<file path="src/rtl/orc_pkg.sv">
// Package: command codes, reset values and mode codes of the output regulation config bank
package orc_pkg;
    localparam int ORC_PAGES = 2;
    localparam int ORC_PAGE_W = 1;
    localparam logic [7:0] ORC_CMD_SLEW = 8'h27;
    localparam logic [7:0] ORC_CMD_DROOP = 8'h28;
    localparam logic [7:0] ORC_CMD_FLOOR = 8'h2B;
    localparam logic [7:0] ORC_CMD_FREQ = 8'h33;
    localparam logic [7:0] ORC_CMD_MODE = 8'h34;
    localparam logic [7:0] ORC_CMD_INPUT_TURN_ON_THRESHOLD = 8'h35;
    localparam logic [7:0] ORC_CMD_INPUT_TURN_OFF_THRESHOLD = 8'h36;
    localparam logic [15:0] ORC_RST_SLEW = 16'h09C4;
    localparam logic [15:0] ORC_RST_DROOP = 16'h0000;
    localparam logic [15:0] ORC_RST_FLOOR = 16'h0000;
    localparam logic [15:0] ORC_RST_FREQ = 16'h0258;
    localparam logic [7:0] ORC_RST_MODE = 8'h03;
    localparam logic [15:0] ORC_RST_INPUT_TURN_ON_THRESHOLD = 16'h02BC;
    localparam logic [15:0] ORC_RST_INPUT_TURN_OFF_THRESHOLD = 16'h01F4;
    localparam logic [7:0] ORC_MODE_MAX_EFF = 8'h00;
    localparam logic [7:0] ORC_MODE_MAX_PWR = 8'h03;
    localparam logic [7:0] ORC_MODE_MFR = 8'h04;
    localparam int ORC_LC_APD_BIT = 0;
    localparam int ORC_LC_DE_EFF_BIT = 6;
    localparam int ORC_LC_DE_PWR_BIT = 28;
    // Host-side legal ranges in register counts
    localparam logic [15:0] ORC_SLEW_MIN = 16'h0001;
    localparam logic [15:0] ORC_SLEW_MAX = 16'h2710;
    localparam logic [15:0] ORC_FLOOR_MAX = 16'h0BEA;
    localparam logic [15:0] ORC_FREQ_MIN = 16'h00C8;
    localparam logic [15:0] ORC_FREQ_MAX = 16'h07D0;
    typedef enum logic [1:0] {
        ORC_BEH_MAX_EFF = 2'b00,
        ORC_BEH_MAX_PWR = 2'b01,
        ORC_BEH_MFR = 2'b10
    } orc_beh_e;
    // Length in data bytes of a command, zero when unmapped
    function automatic logic [1:0] orc_cmd_len(input logic [7:0] cmd);
        logic [1:0] len;
        len = 2'h0;
        if (cmd == ORC_CMD_MODE) begin
            len = 2'h1;
        end else if (cmd == ORC_CMD_SLEW || cmd == ORC_CMD_DROOP || cmd == ORC_CMD_FLOOR ||
                     cmd == ORC_CMD_FREQ || cmd == ORC_CMD_INPUT_TURN_ON_THRESHOLD || cmd == ORC_CMD_INPUT_TURN_OFF_THRESHOLD) begin
            len = 2'h2;
        end
        return len;
    endfunction
endpackage

</file>
<file path="src/rtl/orc_link_if.sv">
// Interface: parallel command link with 16-bit data words between host and config bank
`timescale 1ns/1ps
interface orc_link_if;
    logic req;
    logic wr;
    logic [orc_pkg::ORC_PAGE_W-1:0] page;
    logic [7:0] cmd;
    logic [15:0] wdata;
    logic ack;
    logic nack;
    logic [15:0] rdata;
    modport dev (input req, input wr, input page, input cmd, input wdata, output ack, output nack, output rdata);
    modport host (output req, output wr, output page, output cmd, output wdata, input ack, input nack, input rdata);
endinterface

</file>
<file path="src/rtl/orc_device.sv">
// Device end: paged output regulation config bank and its mode decode
//----------------------------------------------------------------
// Contract
//----------------------------------------------------------------
// Contract
// RL1: Slew rate 16-bit, reset 9C4h, applied
// RL2: Host keeps slew within legal range
// RL3: Droop 16-bit, reset 0000h, applied
// RL4: Floor voltage reset 0000h, never undercut
// RL5: Host keeps floor within 0 to 3050mV
// RL6: Frequency 16-bit, reset 0258h, sets PWM
// RL7: Host keeps frequency 200kHz to 2MHz
// RL8: Decode mode codes 00h, 03h, 04h
// RL9: Mode resets to 03h, maximum power
// RL10: Efficiency/mfr modes: immediate decay down transitions
// RL11: Efficiency/mfr modes: phase drop always enabled
// RL12: Efficiency mode: diode emulation from bit 6
// RL13: Power mode: down transitions use turn-off settings
// RL14: Power mode: phase add/drop from bit 0
// RL15: Power mode: diode emulation from bit 28
// RL16: Mfr mode: diode emulation bit 6 or 28
// RL17: Turn-on threshold signed, reset 02BCh, gates enable
// RL18: Turn-off threshold signed, reset 01F4h, disables output
// RL19: Mode one byte, others two bytes
// RL20: Separate copy per page, page selects
// RL21: Unsupported mode codes keep active behaviour
`timescale 1ns/1ps
module orc_device #(
    parameter int PAGES = orc_pkg::ORC_PAGES
) (
    input wire logic sys_clk,
    input wire logic rst,
    orc_link_if.dev link,
    input wire logic [PAGES-1:0][31:0] loop_config,
    input wire logic [PAGES-1:0][15:0] vin_meas,
    input wire logic [PAGES-1:0][15:0] vout_target,
    output logic [PAGES-1:0][15:0] vout_regulated,
    output logic [PAGES-1:0][15:0] slew_rate_out,
    output logic [PAGES-1:0][15:0] droop_out,
    output logic [PAGES-1:0][15:0] pwm_freq_out,
    output logic [PAGES-1:0] down_decay,
    output logic [PAGES-1:0] down_toff_ctrl,
    output logic [PAGES-1:0] phase_drop_en,
    output logic [PAGES-1:0] diode_emul_en,
    output logic [PAGES-1:0] vin_ok
);
    import orc_pkg::*;

    //----------------------------------------------------------------
    // State
    //----------------------------------------------------------------
    typedef struct packed {
        logic [15:0] slew;
        logic [15:0] droop;
        logic [15:0] floor_v;
        logic [15:0] freq;
        logic [7:0] mode;
        orc_beh_e beh;
        logic [15:0] input_turn_on_threshold;
        logic [15:0] input_turn_off_threshold;
        logic vin_ok;
        logic [15:0] vreg;
    } orc_page_s;

    typedef struct packed {
        orc_page_s [PAGES-1:0] pg;
        logic ack;
        logic nack;
        logic [15:0] rdata;
        logic busy;
    } orc_dev_s;

    orc_dev_s state_reg;
    orc_dev_s state_next;

    localparam orc_page_s PAGE_RST = '{
        slew: ORC_RST_SLEW,
        droop: ORC_RST_DROOP,
        floor_v: ORC_RST_FLOOR,
        freq: ORC_RST_FREQ,
        mode: ORC_RST_MODE,
        beh: ORC_BEH_MAX_PWR,
        input_turn_on_threshold: ORC_RST_INPUT_TURN_ON_THRESHOLD,
        input_turn_off_threshold: ORC_RST_INPUT_TURN_OFF_THRESHOLD,
        vin_ok: 1'b0,
        vreg: 16'h0000
    };

    //----------------------------------------------------------------
    // Next state
    //----------------------------------------------------------------
    always_comb begin
        logic [1:0] len;
        logic [ORC_PAGE_W-1:0] pidx;
        len = orc_cmd_len(link.cmd);
        pidx = link.page;
        state_next = state_reg;
        state_next.ack = 1'b0;
        state_next.nack = 1'b0;
        // One answer per request; req must drop before next is taken
        if (!link.req) begin
            state_next.busy = 1'b0;
        end
        if (link.req && !state_reg.busy) begin
            state_next.busy = 1'b1;
            // Unmapped command or missing page: refuse, store nothing
            if (len == 2'h0 || int'(pidx) >= PAGES) begin
                state_next.nack = 1'b1;
            end else if (link.wr) begin
                state_next.ack = 1'b1;
                // RL20
                if (link.cmd == ORC_CMD_SLEW) begin
                    state_next.pg[pidx].slew = link.wdata; // RL1
                end else if (link.cmd == ORC_CMD_DROOP) begin
                    state_next.pg[pidx].droop = link.wdata; // RL3
                end else if (link.cmd == ORC_CMD_FLOOR) begin
                    state_next.pg[pidx].floor_v = link.wdata; // RL4
                end else if (link.cmd == ORC_CMD_FREQ) begin
                    state_next.pg[pidx].freq = link.wdata; // RL6
                end else if (link.cmd == ORC_CMD_MODE) begin
                    state_next.pg[pidx].mode = link.wdata[7:0]; // RL19
                    // RL8
                    if (link.wdata[7:0] == ORC_MODE_MAX_EFF) begin
                        state_next.pg[pidx].beh = ORC_BEH_MAX_EFF;
                    end else if (link.wdata[7:0] == ORC_MODE_MAX_PWR) begin
                        state_next.pg[pidx].beh = ORC_BEH_MAX_PWR;
                    end else if (link.wdata[7:0] == ORC_MODE_MFR) begin
                        state_next.pg[pidx].beh = ORC_BEH_MFR;
                    end // RL21
                end else if (link.cmd == ORC_CMD_INPUT_TURN_ON_THRESHOLD) begin
                    state_next.pg[pidx].input_turn_on_threshold = link.wdata; // RL17
                end else if (link.cmd == ORC_CMD_INPUT_TURN_OFF_THRESHOLD) begin
                    state_next.pg[pidx].input_turn_off_threshold = link.wdata; // RL18
                end
            end else begin
                state_next.ack = 1'b1;
                // Answer from the copy of the selected page
                if (link.cmd == ORC_CMD_SLEW) begin
                    state_next.rdata = state_reg.pg[pidx].slew;
                end else if (link.cmd == ORC_CMD_DROOP) begin
                    state_next.rdata = state_reg.pg[pidx].droop;
                end else if (link.cmd == ORC_CMD_FLOOR) begin
                    state_next.rdata = state_reg.pg[pidx].floor_v;
                end else if (link.cmd == ORC_CMD_FREQ) begin
                    state_next.rdata = state_reg.pg[pidx].freq;
                end else if (link.cmd == ORC_CMD_MODE) begin
                    state_next.rdata = {8'h00, state_reg.pg[pidx].mode}; // RL19
                end else if (link.cmd == ORC_CMD_INPUT_TURN_ON_THRESHOLD) begin
                    state_next.rdata = state_reg.pg[pidx].input_turn_on_threshold;
                end else begin
                    state_next.rdata = state_reg.pg[pidx].input_turn_off_threshold;
                end
            end
        end
        for (int p = 0; p < PAGES; p++) begin
            // Input hysteresis on signed thresholds
            if (!state_reg.pg[p].vin_ok && $signed(vin_meas[p]) >= $signed(state_reg.pg[p].input_turn_on_threshold)) begin
                state_next.pg[p].vin_ok = 1'b1; // RL17
            end else if (state_reg.pg[p].vin_ok &&
                         $signed(vin_meas[p]) < $signed(state_reg.pg[p].input_turn_off_threshold)) begin
                state_next.pg[p].vin_ok = 1'b0; // RL18
            end
            // Clamp target to the floor voltage
            if (vout_target[p] < state_reg.pg[p].floor_v) begin
                state_next.pg[p].vreg = state_reg.pg[p].floor_v; // RL4
            end else begin
                state_next.pg[p].vreg = vout_target[p];
            end
        end
    end

    //----------------------------------------------------------------
    // Registers
    //----------------------------------------------------------------
    always_ff @(posedge sys_clk or posedge rst) begin
        if (rst) begin
            state_reg.pg <= {PAGES{PAGE_RST}}; // RL9
            state_reg.ack <= 1'b0;
            state_reg.nack <= 1'b0;
            state_reg.rdata <= 16'h0000;
            state_reg.busy <= 1'b0;
        end else begin
            state_reg <= state_next;
        end
    end

    //----------------------------------------------------------------
    // Outputs
    //----------------------------------------------------------------
    // Answers are one-cycle registered pulses
    assign link.ack = state_reg.ack;
    assign link.nack = state_reg.nack;
    assign link.rdata = state_reg.rdata;

    //----------------------------------------------------------------
    // Per-page conversion behaviour
    //----------------------------------------------------------------
    for (genvar g = 0; g < PAGES; g++) begin : g_page
        orc_beh_e beh;
        assign beh = state_reg.pg[g].beh;
        assign slew_rate_out[g] = state_reg.pg[g].slew; // RL1
        assign droop_out[g] = state_reg.pg[g].droop; // RL3
        assign pwm_freq_out[g] = state_reg.pg[g].freq; // RL6
        assign vout_regulated[g] = state_reg.pg[g].vreg; // RL4
        assign vin_ok[g] = state_reg.pg[g].vin_ok; // RL17
        assign down_decay[g] = (beh != ORC_BEH_MAX_PWR); // RL10
        assign down_toff_ctrl[g] = (beh == ORC_BEH_MAX_PWR); // RL13
        assign phase_drop_en[g] = (beh != ORC_BEH_MAX_PWR) | loop_config[g][ORC_LC_APD_BIT]; // RL11 RL14
        assign diode_emul_en[g] = (beh == ORC_BEH_MAX_EFF) ? loop_config[g][ORC_LC_DE_EFF_BIT] : // RL12
                                  (beh == ORC_BEH_MAX_PWR) ? loop_config[g][ORC_LC_DE_PWR_BIT] : // RL15
                                  (loop_config[g][ORC_LC_DE_EFF_BIT] | loop_config[g][ORC_LC_DE_PWR_BIT]); // RL16
    end
endmodule // orc_device

</file>
<file path="src/flat_wrapper.sv">
// flat-port wrapper written by rule: the top's interface ports become plain ports
module orc_device_flat import orc_pkg::*;
#(
    parameter int PAGES = orc_pkg::ORC_PAGES
)
  (sys_clk, rst, loop_config, vin_meas, vout_target, vout_regulated, slew_rate_out, droop_out, pwm_freq_out, down_decay, down_toff_ctrl, phase_drop_en, diode_emul_en, vin_ok, link_req, link_wr, link_page, link_cmd, link_wdata, link_ack, link_nack, link_rdata);
  orc_link_if link_i ();
  input wire logic sys_clk;
  input wire logic rst;
  input wire logic [PAGES-1:0][31:0] loop_config;
  input wire logic [PAGES-1:0][15:0] vin_meas;
  input wire logic [PAGES-1:0][15:0] vout_target;
  output logic [PAGES-1:0][15:0] vout_regulated;
  output logic [PAGES-1:0][15:0] slew_rate_out;
  output logic [PAGES-1:0][15:0] droop_out;
  output logic [PAGES-1:0][15:0] pwm_freq_out;
  output logic [PAGES-1:0] down_decay;
  output logic [PAGES-1:0] down_toff_ctrl;
  output logic [PAGES-1:0] phase_drop_en;
  output logic [PAGES-1:0] diode_emul_en;
  output logic [PAGES-1:0] vin_ok;
  input wire logic [$bits(link_i.req)-1:0] link_req;
  input wire logic [$bits(link_i.wr)-1:0] link_wr;
  input wire logic [$bits(link_i.page)-1:0] link_page;
  input wire logic [$bits(link_i.cmd)-1:0] link_cmd;
  input wire logic [$bits(link_i.wdata)-1:0] link_wdata;
  output wire logic [$bits(link_i.ack)-1:0] link_ack;
  output wire logic [$bits(link_i.nack)-1:0] link_nack;
  output wire logic [$bits(link_i.rdata)-1:0] link_rdata;
  assign link_i.req = link_req;
  assign link_i.wr = link_wr;
  assign link_i.page = link_page;
  assign link_i.cmd = link_cmd;
  assign link_i.wdata = link_wdata;
  assign link_ack = link_i.ack;
  assign link_nack = link_i.nack;
  assign link_rdata = link_i.rdata;
  orc_device #(.PAGES(PAGES)) u_core (.sys_clk(sys_clk), .rst(rst), .link(link_i), .loop_config(loop_config), .vin_meas(vin_meas), .vout_target(vout_target), .vout_regulated(vout_regulated), .slew_rate_out(slew_rate_out), .droop_out(droop_out), .pwm_freq_out(pwm_freq_out), .down_decay(down_decay), .down_toff_ctrl(down_toff_ctrl), .phase_drop_en(phase_drop_en), .diode_emul_en(diode_emul_en), .vin_ok(vin_ok));
endmodule
</file>
<file path="config.mk">
export PLATFORM = sky130hd
export DESIGN_NAME = orc_device_flat
export DESIGN_NICKNAME = d
export VERILOG_FILES = /design/src/rtl/orc_pkg.sv /design/src/rtl/orc_link_if.sv /design/src/rtl/orc_device.sv /design/src/flat_wrapper.sv
export SDC_FILE = /design/constraint.sdc
export NUM_CORES = 1
export LEC_CHECK = 0
export BUFFER_PORTS_ARGS = -buffer_cell sky130_fd_sc_hd__buf_2
export CELL_PAD_IN_SITES_DETAIL_PLACEMENT = 1
export CELL_PAD_IN_SITES_GLOBAL_PLACEMENT = 1
export CORE_ASPECT_RATIO = 1.2
export CORE_MARGIN = 2
export CORE_UTILIZATION = 35
export CTS_CLUSTER_DIAMETER = 60
export DETAILED_ROUTE_END_ITERATION = 10
export GPL_ROUTABILITY_DRIVEN = 0
export PLACE_DENSITY = 0.79
export SYNTH_ARGS = -nofsm -noshare
export SYNTH_HDL_FRONTEND = slang
export SYNTH_SLANG_ARGS = --single-unit
</file>
<file path="constraint.sdc">
create_clock -name sys_clk -period 10.1 [get_ports sys_clk]
set_input_delay 1.01 -clock sys_clk [delete_from_list [all_inputs] [get_ports sys_clk]]
set_output_delay 1.01 -clock sys_clk [all_outputs]
set_load 0.02 [all_outputs]
</file>
Word level (Yosys, flattened, before mapping)
Index checks and enable logic that the tools add are counted.
{"block": "op_classes", "order_cmp": 8, "eq_ne": 16, "n_mux": 63, "bitwise": 6, "n_reduce_logical": 29}
{"cell": "$bwmux 246", "n": 10}
{"cell": "$mux 246", "n": 10}
{"cell": "$demux 123 s1", "n": 8}
{"cell": "$mux 123", "n": 3}
{"cell": "$mux 16", "n": 10}
{"cell": "$mux 159", "n": 1}
{"cell": "$mux 141", "n": 1}
{"cell": "$mux 140", "n": 1}
{"cell": "$mux 107", "n": 1}
{"cell": "$mux 91", "n": 1}
{"cell": "$mux 75", "n": 1}
{"cell": "$lt 16x16->1", "n": 4}
{"cell": "$mux 59", "n": 1}
{"cell": "$eq 8x6->1 const B", "n": 7}
{"cell": "$mux 51", "n": 1}
{"cell": "$mux 49", "n": 1}
{"cell": "$mux 33", "n": 1}
{"cell": "$ge 16x16->1", "n": 2}
{"cell": "$reduce_bool 9->1", "n": 2}
{"cell": "$reduce_and 4->1", "n": 3}
{"cell": "$reduce_bool 3->1", "n": 4}
{"cell": "$mux 1", "n": 10}
{"cell": "$eq 8x2->1 const B", "n": 1}
{"cell": "$eq 8x3->1 const B", "n": 1}
{"cell": "15 further kinds", "n": 37}
{"block": "word_totals", "register_bits": 265, "inputBits": 157, "output_inout_bits": 156}

Depth between registers and ports, before layout
{"block": "logic_depth", "depth_word": 19, "ltp_mapped": 11}

Least setup slack after synthesis
Ideal clock, no wire load.
{"block": "synth_path", "kind": "in2reg", "from": "input port vout_target[7] in the netlist's numbering", "to": "register u_core.state_reg, in the netlist u_core.vout_regulated[0]", "arrival_time_ns": 3.066, "required_time_ns": 9.975, "path_slack_ns": 6.910, "path_stages": 8, "path_buffers": 1, "path_cell_list": "ha_1 nand3_1 or3_1 a21oi_1 o31ai_1 a21oi_1 clkbuf_1 mux2_2"}
{"element": "start: declaration", "line_no": "flat_wrapper.sv:12", "text": "input wire logic [PAGES-1:0][15:0] vout_target;"}
{"element": "end signal: assignment", "line_no": "orc_device.sv:183", "text": "state_reg <= state_next;"}
{"element": "end: declaration", "line_no": "orc_device.sv:73", "text": "orc_dev_s state_reg;"}

Final worst setup path
{"block": "layout_path", "from": "input port link_cmd[1]", "to": "register, netlist name u_core.link.rdata[0]"}
{"block": "layout_via", "elab_chain_cells": 11, "word_cells_on_any_way": 23, "classes_between": "7 x eq/ne; 8 x mux; 1 x bitwise; 7 x reduce/logical"}
{"element": "start: declaration", "line_no": "flat_wrapper.sv:25", "text": "input wire logic [$bits(link_i.cmd)-1:0] link_cmd;"}
{"element": "$eq 8x6->1 (on tied branches)", "line_no": "orc_pkg.sv:42, orc_device.sv:138, orc_device.sv:140"}
{"element": "$logic_or 1x1->1 (3 in series)", "line_no": "orc_pkg.sv:42", "text": "end else if (cmd == ORC_CMD_SLEW || cmd == ORC_CMD_DROOP || cmd == ORC_CMD_FLOOR ||"}
{"element": "$logic_or 1x1->1 (2 in series)", "line_no": "orc_pkg.sv:43", "text": "cmd == ORC_CMD_FREQ || cmd == ORC_CMD_INPUT_TURN_ON_THRESHOLD || cmd == ORC_CMD_INPUT_TURN_OFF_THRESHOLD) begi ..."}
{"element": "$mux 2", "line_no": "orc_pkg.sv:42"}
{"element": "$mux 2", "line_no": "orc_pkg.sv:40", "text": "if (cmd == ORC_CMD_MODE) begin"}
{"element": "$logic_not 2->1", "line_no": "orc_device.sv:107", "text": "if (len == 2'h0 || int'(pidx) >= PAGES) begin"}
{"element": "$not 1->1 (no line)"}
{"element": "$reduce_and 3->1 (no line)"}
Several ways; a longest one is shown, not always the timed one.
A chain may end at the register's enable or synchronous reset.

==> results.yml <==
grt:
  top_usage_layer: "met2"
  grt_max_degree: 145
  grt_pass1_wl_um: 76550
  met3_usage: 0.05139
  use_met1: 0.2667
  met2_usage: 0.3620
  grt_pass1_vias: 12690
  grt_usage: 0.2137
  grt_antenna_before_repair: 10
  grt_remaining_overflow: 0
cts:
  root_buffer: "clkbuf_16"
  path_clk_slew_ps: 60
  ctsHoldBuffers: 0
  post_cts_resized: 0
  cts_buffers: 30
  cts_max_path_buffers: 3
  cts_tree: "done"
  post_cts.repair.setup_buffers: 0
  cts_htree_levels: 1
  clock_sinks: 265
  clk_latency_ps: 560
drt:
  route.antenna.remaining_nets: 0
  drt-initial-drc-count: 638
  drcViolationCount: 0
  drt-wirelength-per-cell_um: 22.97
  vias_per_cell: 5.407
  firstDrtPassIters: 5
  wirelength_um: 49820
  vias: 11730
cells_and_area:
  nets: 1832
  final_area_um2: 17180
  largest_reg_flops: 113
  drive_above_1_share: 0.3143
  areaGrowthSynthToFinish_pct: 10.65
yosys:
  synth_cell_types: 67
  ys.flop_type: "dfrtp_1"
  yosys.area.top_type_share: 0.3498
  yosys_warnings: 0
  synthTopCellsByCount: "217 x dfrtp_1, 180 x nand2_1, 149 x buf_4, 131 x o21ai_0, 105 x mux2_2"
  synth-seq-cells: 265
  yosysMostFrequentCell: "dfrtp_1"
  syn_area_per_cell_um2: 10.25
  yosysSeqAreaShare: 0.4310
  async_flop_share: 1.000
  ys_top_cells_by_area: "dfrtp_1 35%, dfstp_2 8.1%, mux2_2 7.6%"
  synth_area_leader_cell: "dfrtp_1"
  synth_fp_nets: 1764
  syn_area_um2: 15520
  syn_inst: 1515
  synth-edff-count: 0
floorplan:
  die_h_um: 234.7
  rows: 84
  core_um2: 43830
  io_pins: 313
  start_util: 0.3542
  die-width_um: 196.3
  die_area_um2: 46060
sta:
  rsz0062_at_grt: "false"
  fin_skew_ps: 10.34
  tightestPinTransition_ps: 1267
  slew_violations: 0
  setup_viol: 0
  finalSetupTns_ps: 0
  clock.fmax_mhz: 270.6
  finalHoldViolCount: 0
  relSlewSlack: 0.1553
  finalCriticalPeriod_ps: 3696
  period_share: 0.3659
hold_path:
  hold_depth: 1
  holdCritStartpoint: "u_core.state_reg[0]"
  hold_path.class: "reg -> reg"
power:
  p_leak_uw: 0.008033
  vdd_drop_max_uv: 96.19
  power.density_nw_per_um2: 146.8
worst_setup_path:
  cp.arrival_ps: 4150
  worstPathMaxFanout: 33
  worstPathCellList: "buf_2 -> xor2_1 -> or3b_1 -> a21oi_2 -> o2111a_1 -> nand3_1 -> o21ai_0"
  crit_path_top_delay_cell: "o2111a_1"
  max_stage_delay_ps: 1000
  r2r_cells: 4
  crit_type: "in -> reg"
  startpoint: "link_cmd[1]"
  end_kind: "flop"
  worst-endpoint-required_ps: 10560
  critPathLaunchType: "input port"
  worstReg2RegStart: "u_core.state_reg[0]"
place:
  port_buffers: 254
  dpl_cell_area_um2: 16130
  post-dp-hpwl_um: 37600
outcome:
  status: "finished clean"
job:
  max_cap_violations: 0
cells in the final DEF, fill, tap and decap left out, types with 8 or more instances in the layout:
cell,n
buf_2,253
dfrtp_1,217
nand2_1,180
o21ai_0,131
mux2_2,105
inv_1,101
ha_1,92
mux2i_1,88
dfstp_2,48
nor2_1,47
o31ai_1,35
clkbuf_16,31
a21oi_1,29
o22ai_1,26
a211oi_1,16
mux4_2,16
nand2b_1,12
nand3_1,10
mux2_4,10
buf_4,10
nor3_1,9
nand4_1,9
a22oi_1,8
o221ai_1,8
a21o_1,8
clkbuf_1,8
metrics by stage:
stage,std cells,hold slack [ps],power (uW),utilization,setup slack (ps)
2_1_floorplan,1515,409.3,1305,-,1873
3_3_place_gp,2110,419.5,1377,0.3680,5982
3_5_place_dp,2110,436.8,1390,0.3680,5784
4_1_cts,2166,444.9,2546,0.3918,6383
5_1_grt,2167,467.9,2608,0.3919,6103
6_report,2169,451.2,2522,0.3920,6404
critical path: cells and delay by family:
family / cells / cell delay [ps]
AO/OA/AOI/OAI: 3 / 1660
buffers and inverters: 1 / 150
XOR/XNOR: 1 / 180
AND/OR/NAND/NOR: 2 / 1140
routing by layer:
metal,up-vias,part of all wire
met5,-,0.0016
met1,6032,0.42
met2,335,0.48
met4,12,0.030
li1,5268,-
met3,80,0.065
final timing paths:
path / endpoint / slack (ps)
min reg2reg: u_core.link.ack / 450
min: u_core.link.ack / 450
max in group asynchronous: u_core.state_reg[159] / 8100
max: u_core.link.rdata[0] / 6400
max reg2reg: u_core.link.rdata[0] / 6860
min in group asynchronous: u_core.vout_regulated[29] / 600
kinds of logic after synthesis:
logic type,synth area share
muxes,0.1672
adders and majority gates,0.07415
buffers and inverters,0.1196
xor gates and xnor gates,0.001693
AOI/OAI and AO/OA,0.1144
DFF,0.4310
and+or+nand+nor,0.09188
power by group:
part | internal, uW | total [uW] | switching [uW]
registers | 1090 | 1110 | 19.4
clock network | 692 | 1150 | 459
logic | 91.6 | 259 | 168
area by class of cell:
| cell class | instances | area, um^2 |
|---|---|---|
| clock inverters | 10 | 140.1 |
| diodes | 3 | 7.507 |
| repair buffers | 264 | 1361 |
| well taps | 559 | 699.4 |
| fillers | 4923 | 26650 |
| multi-input cells | 919 | 6983 |
| flip-flops and latches | 265 | 6691 |
| clock buffers | 46 | 902.1 |
| inverters | 103 | 394.1 |
(Power assumes the default switching activity.)
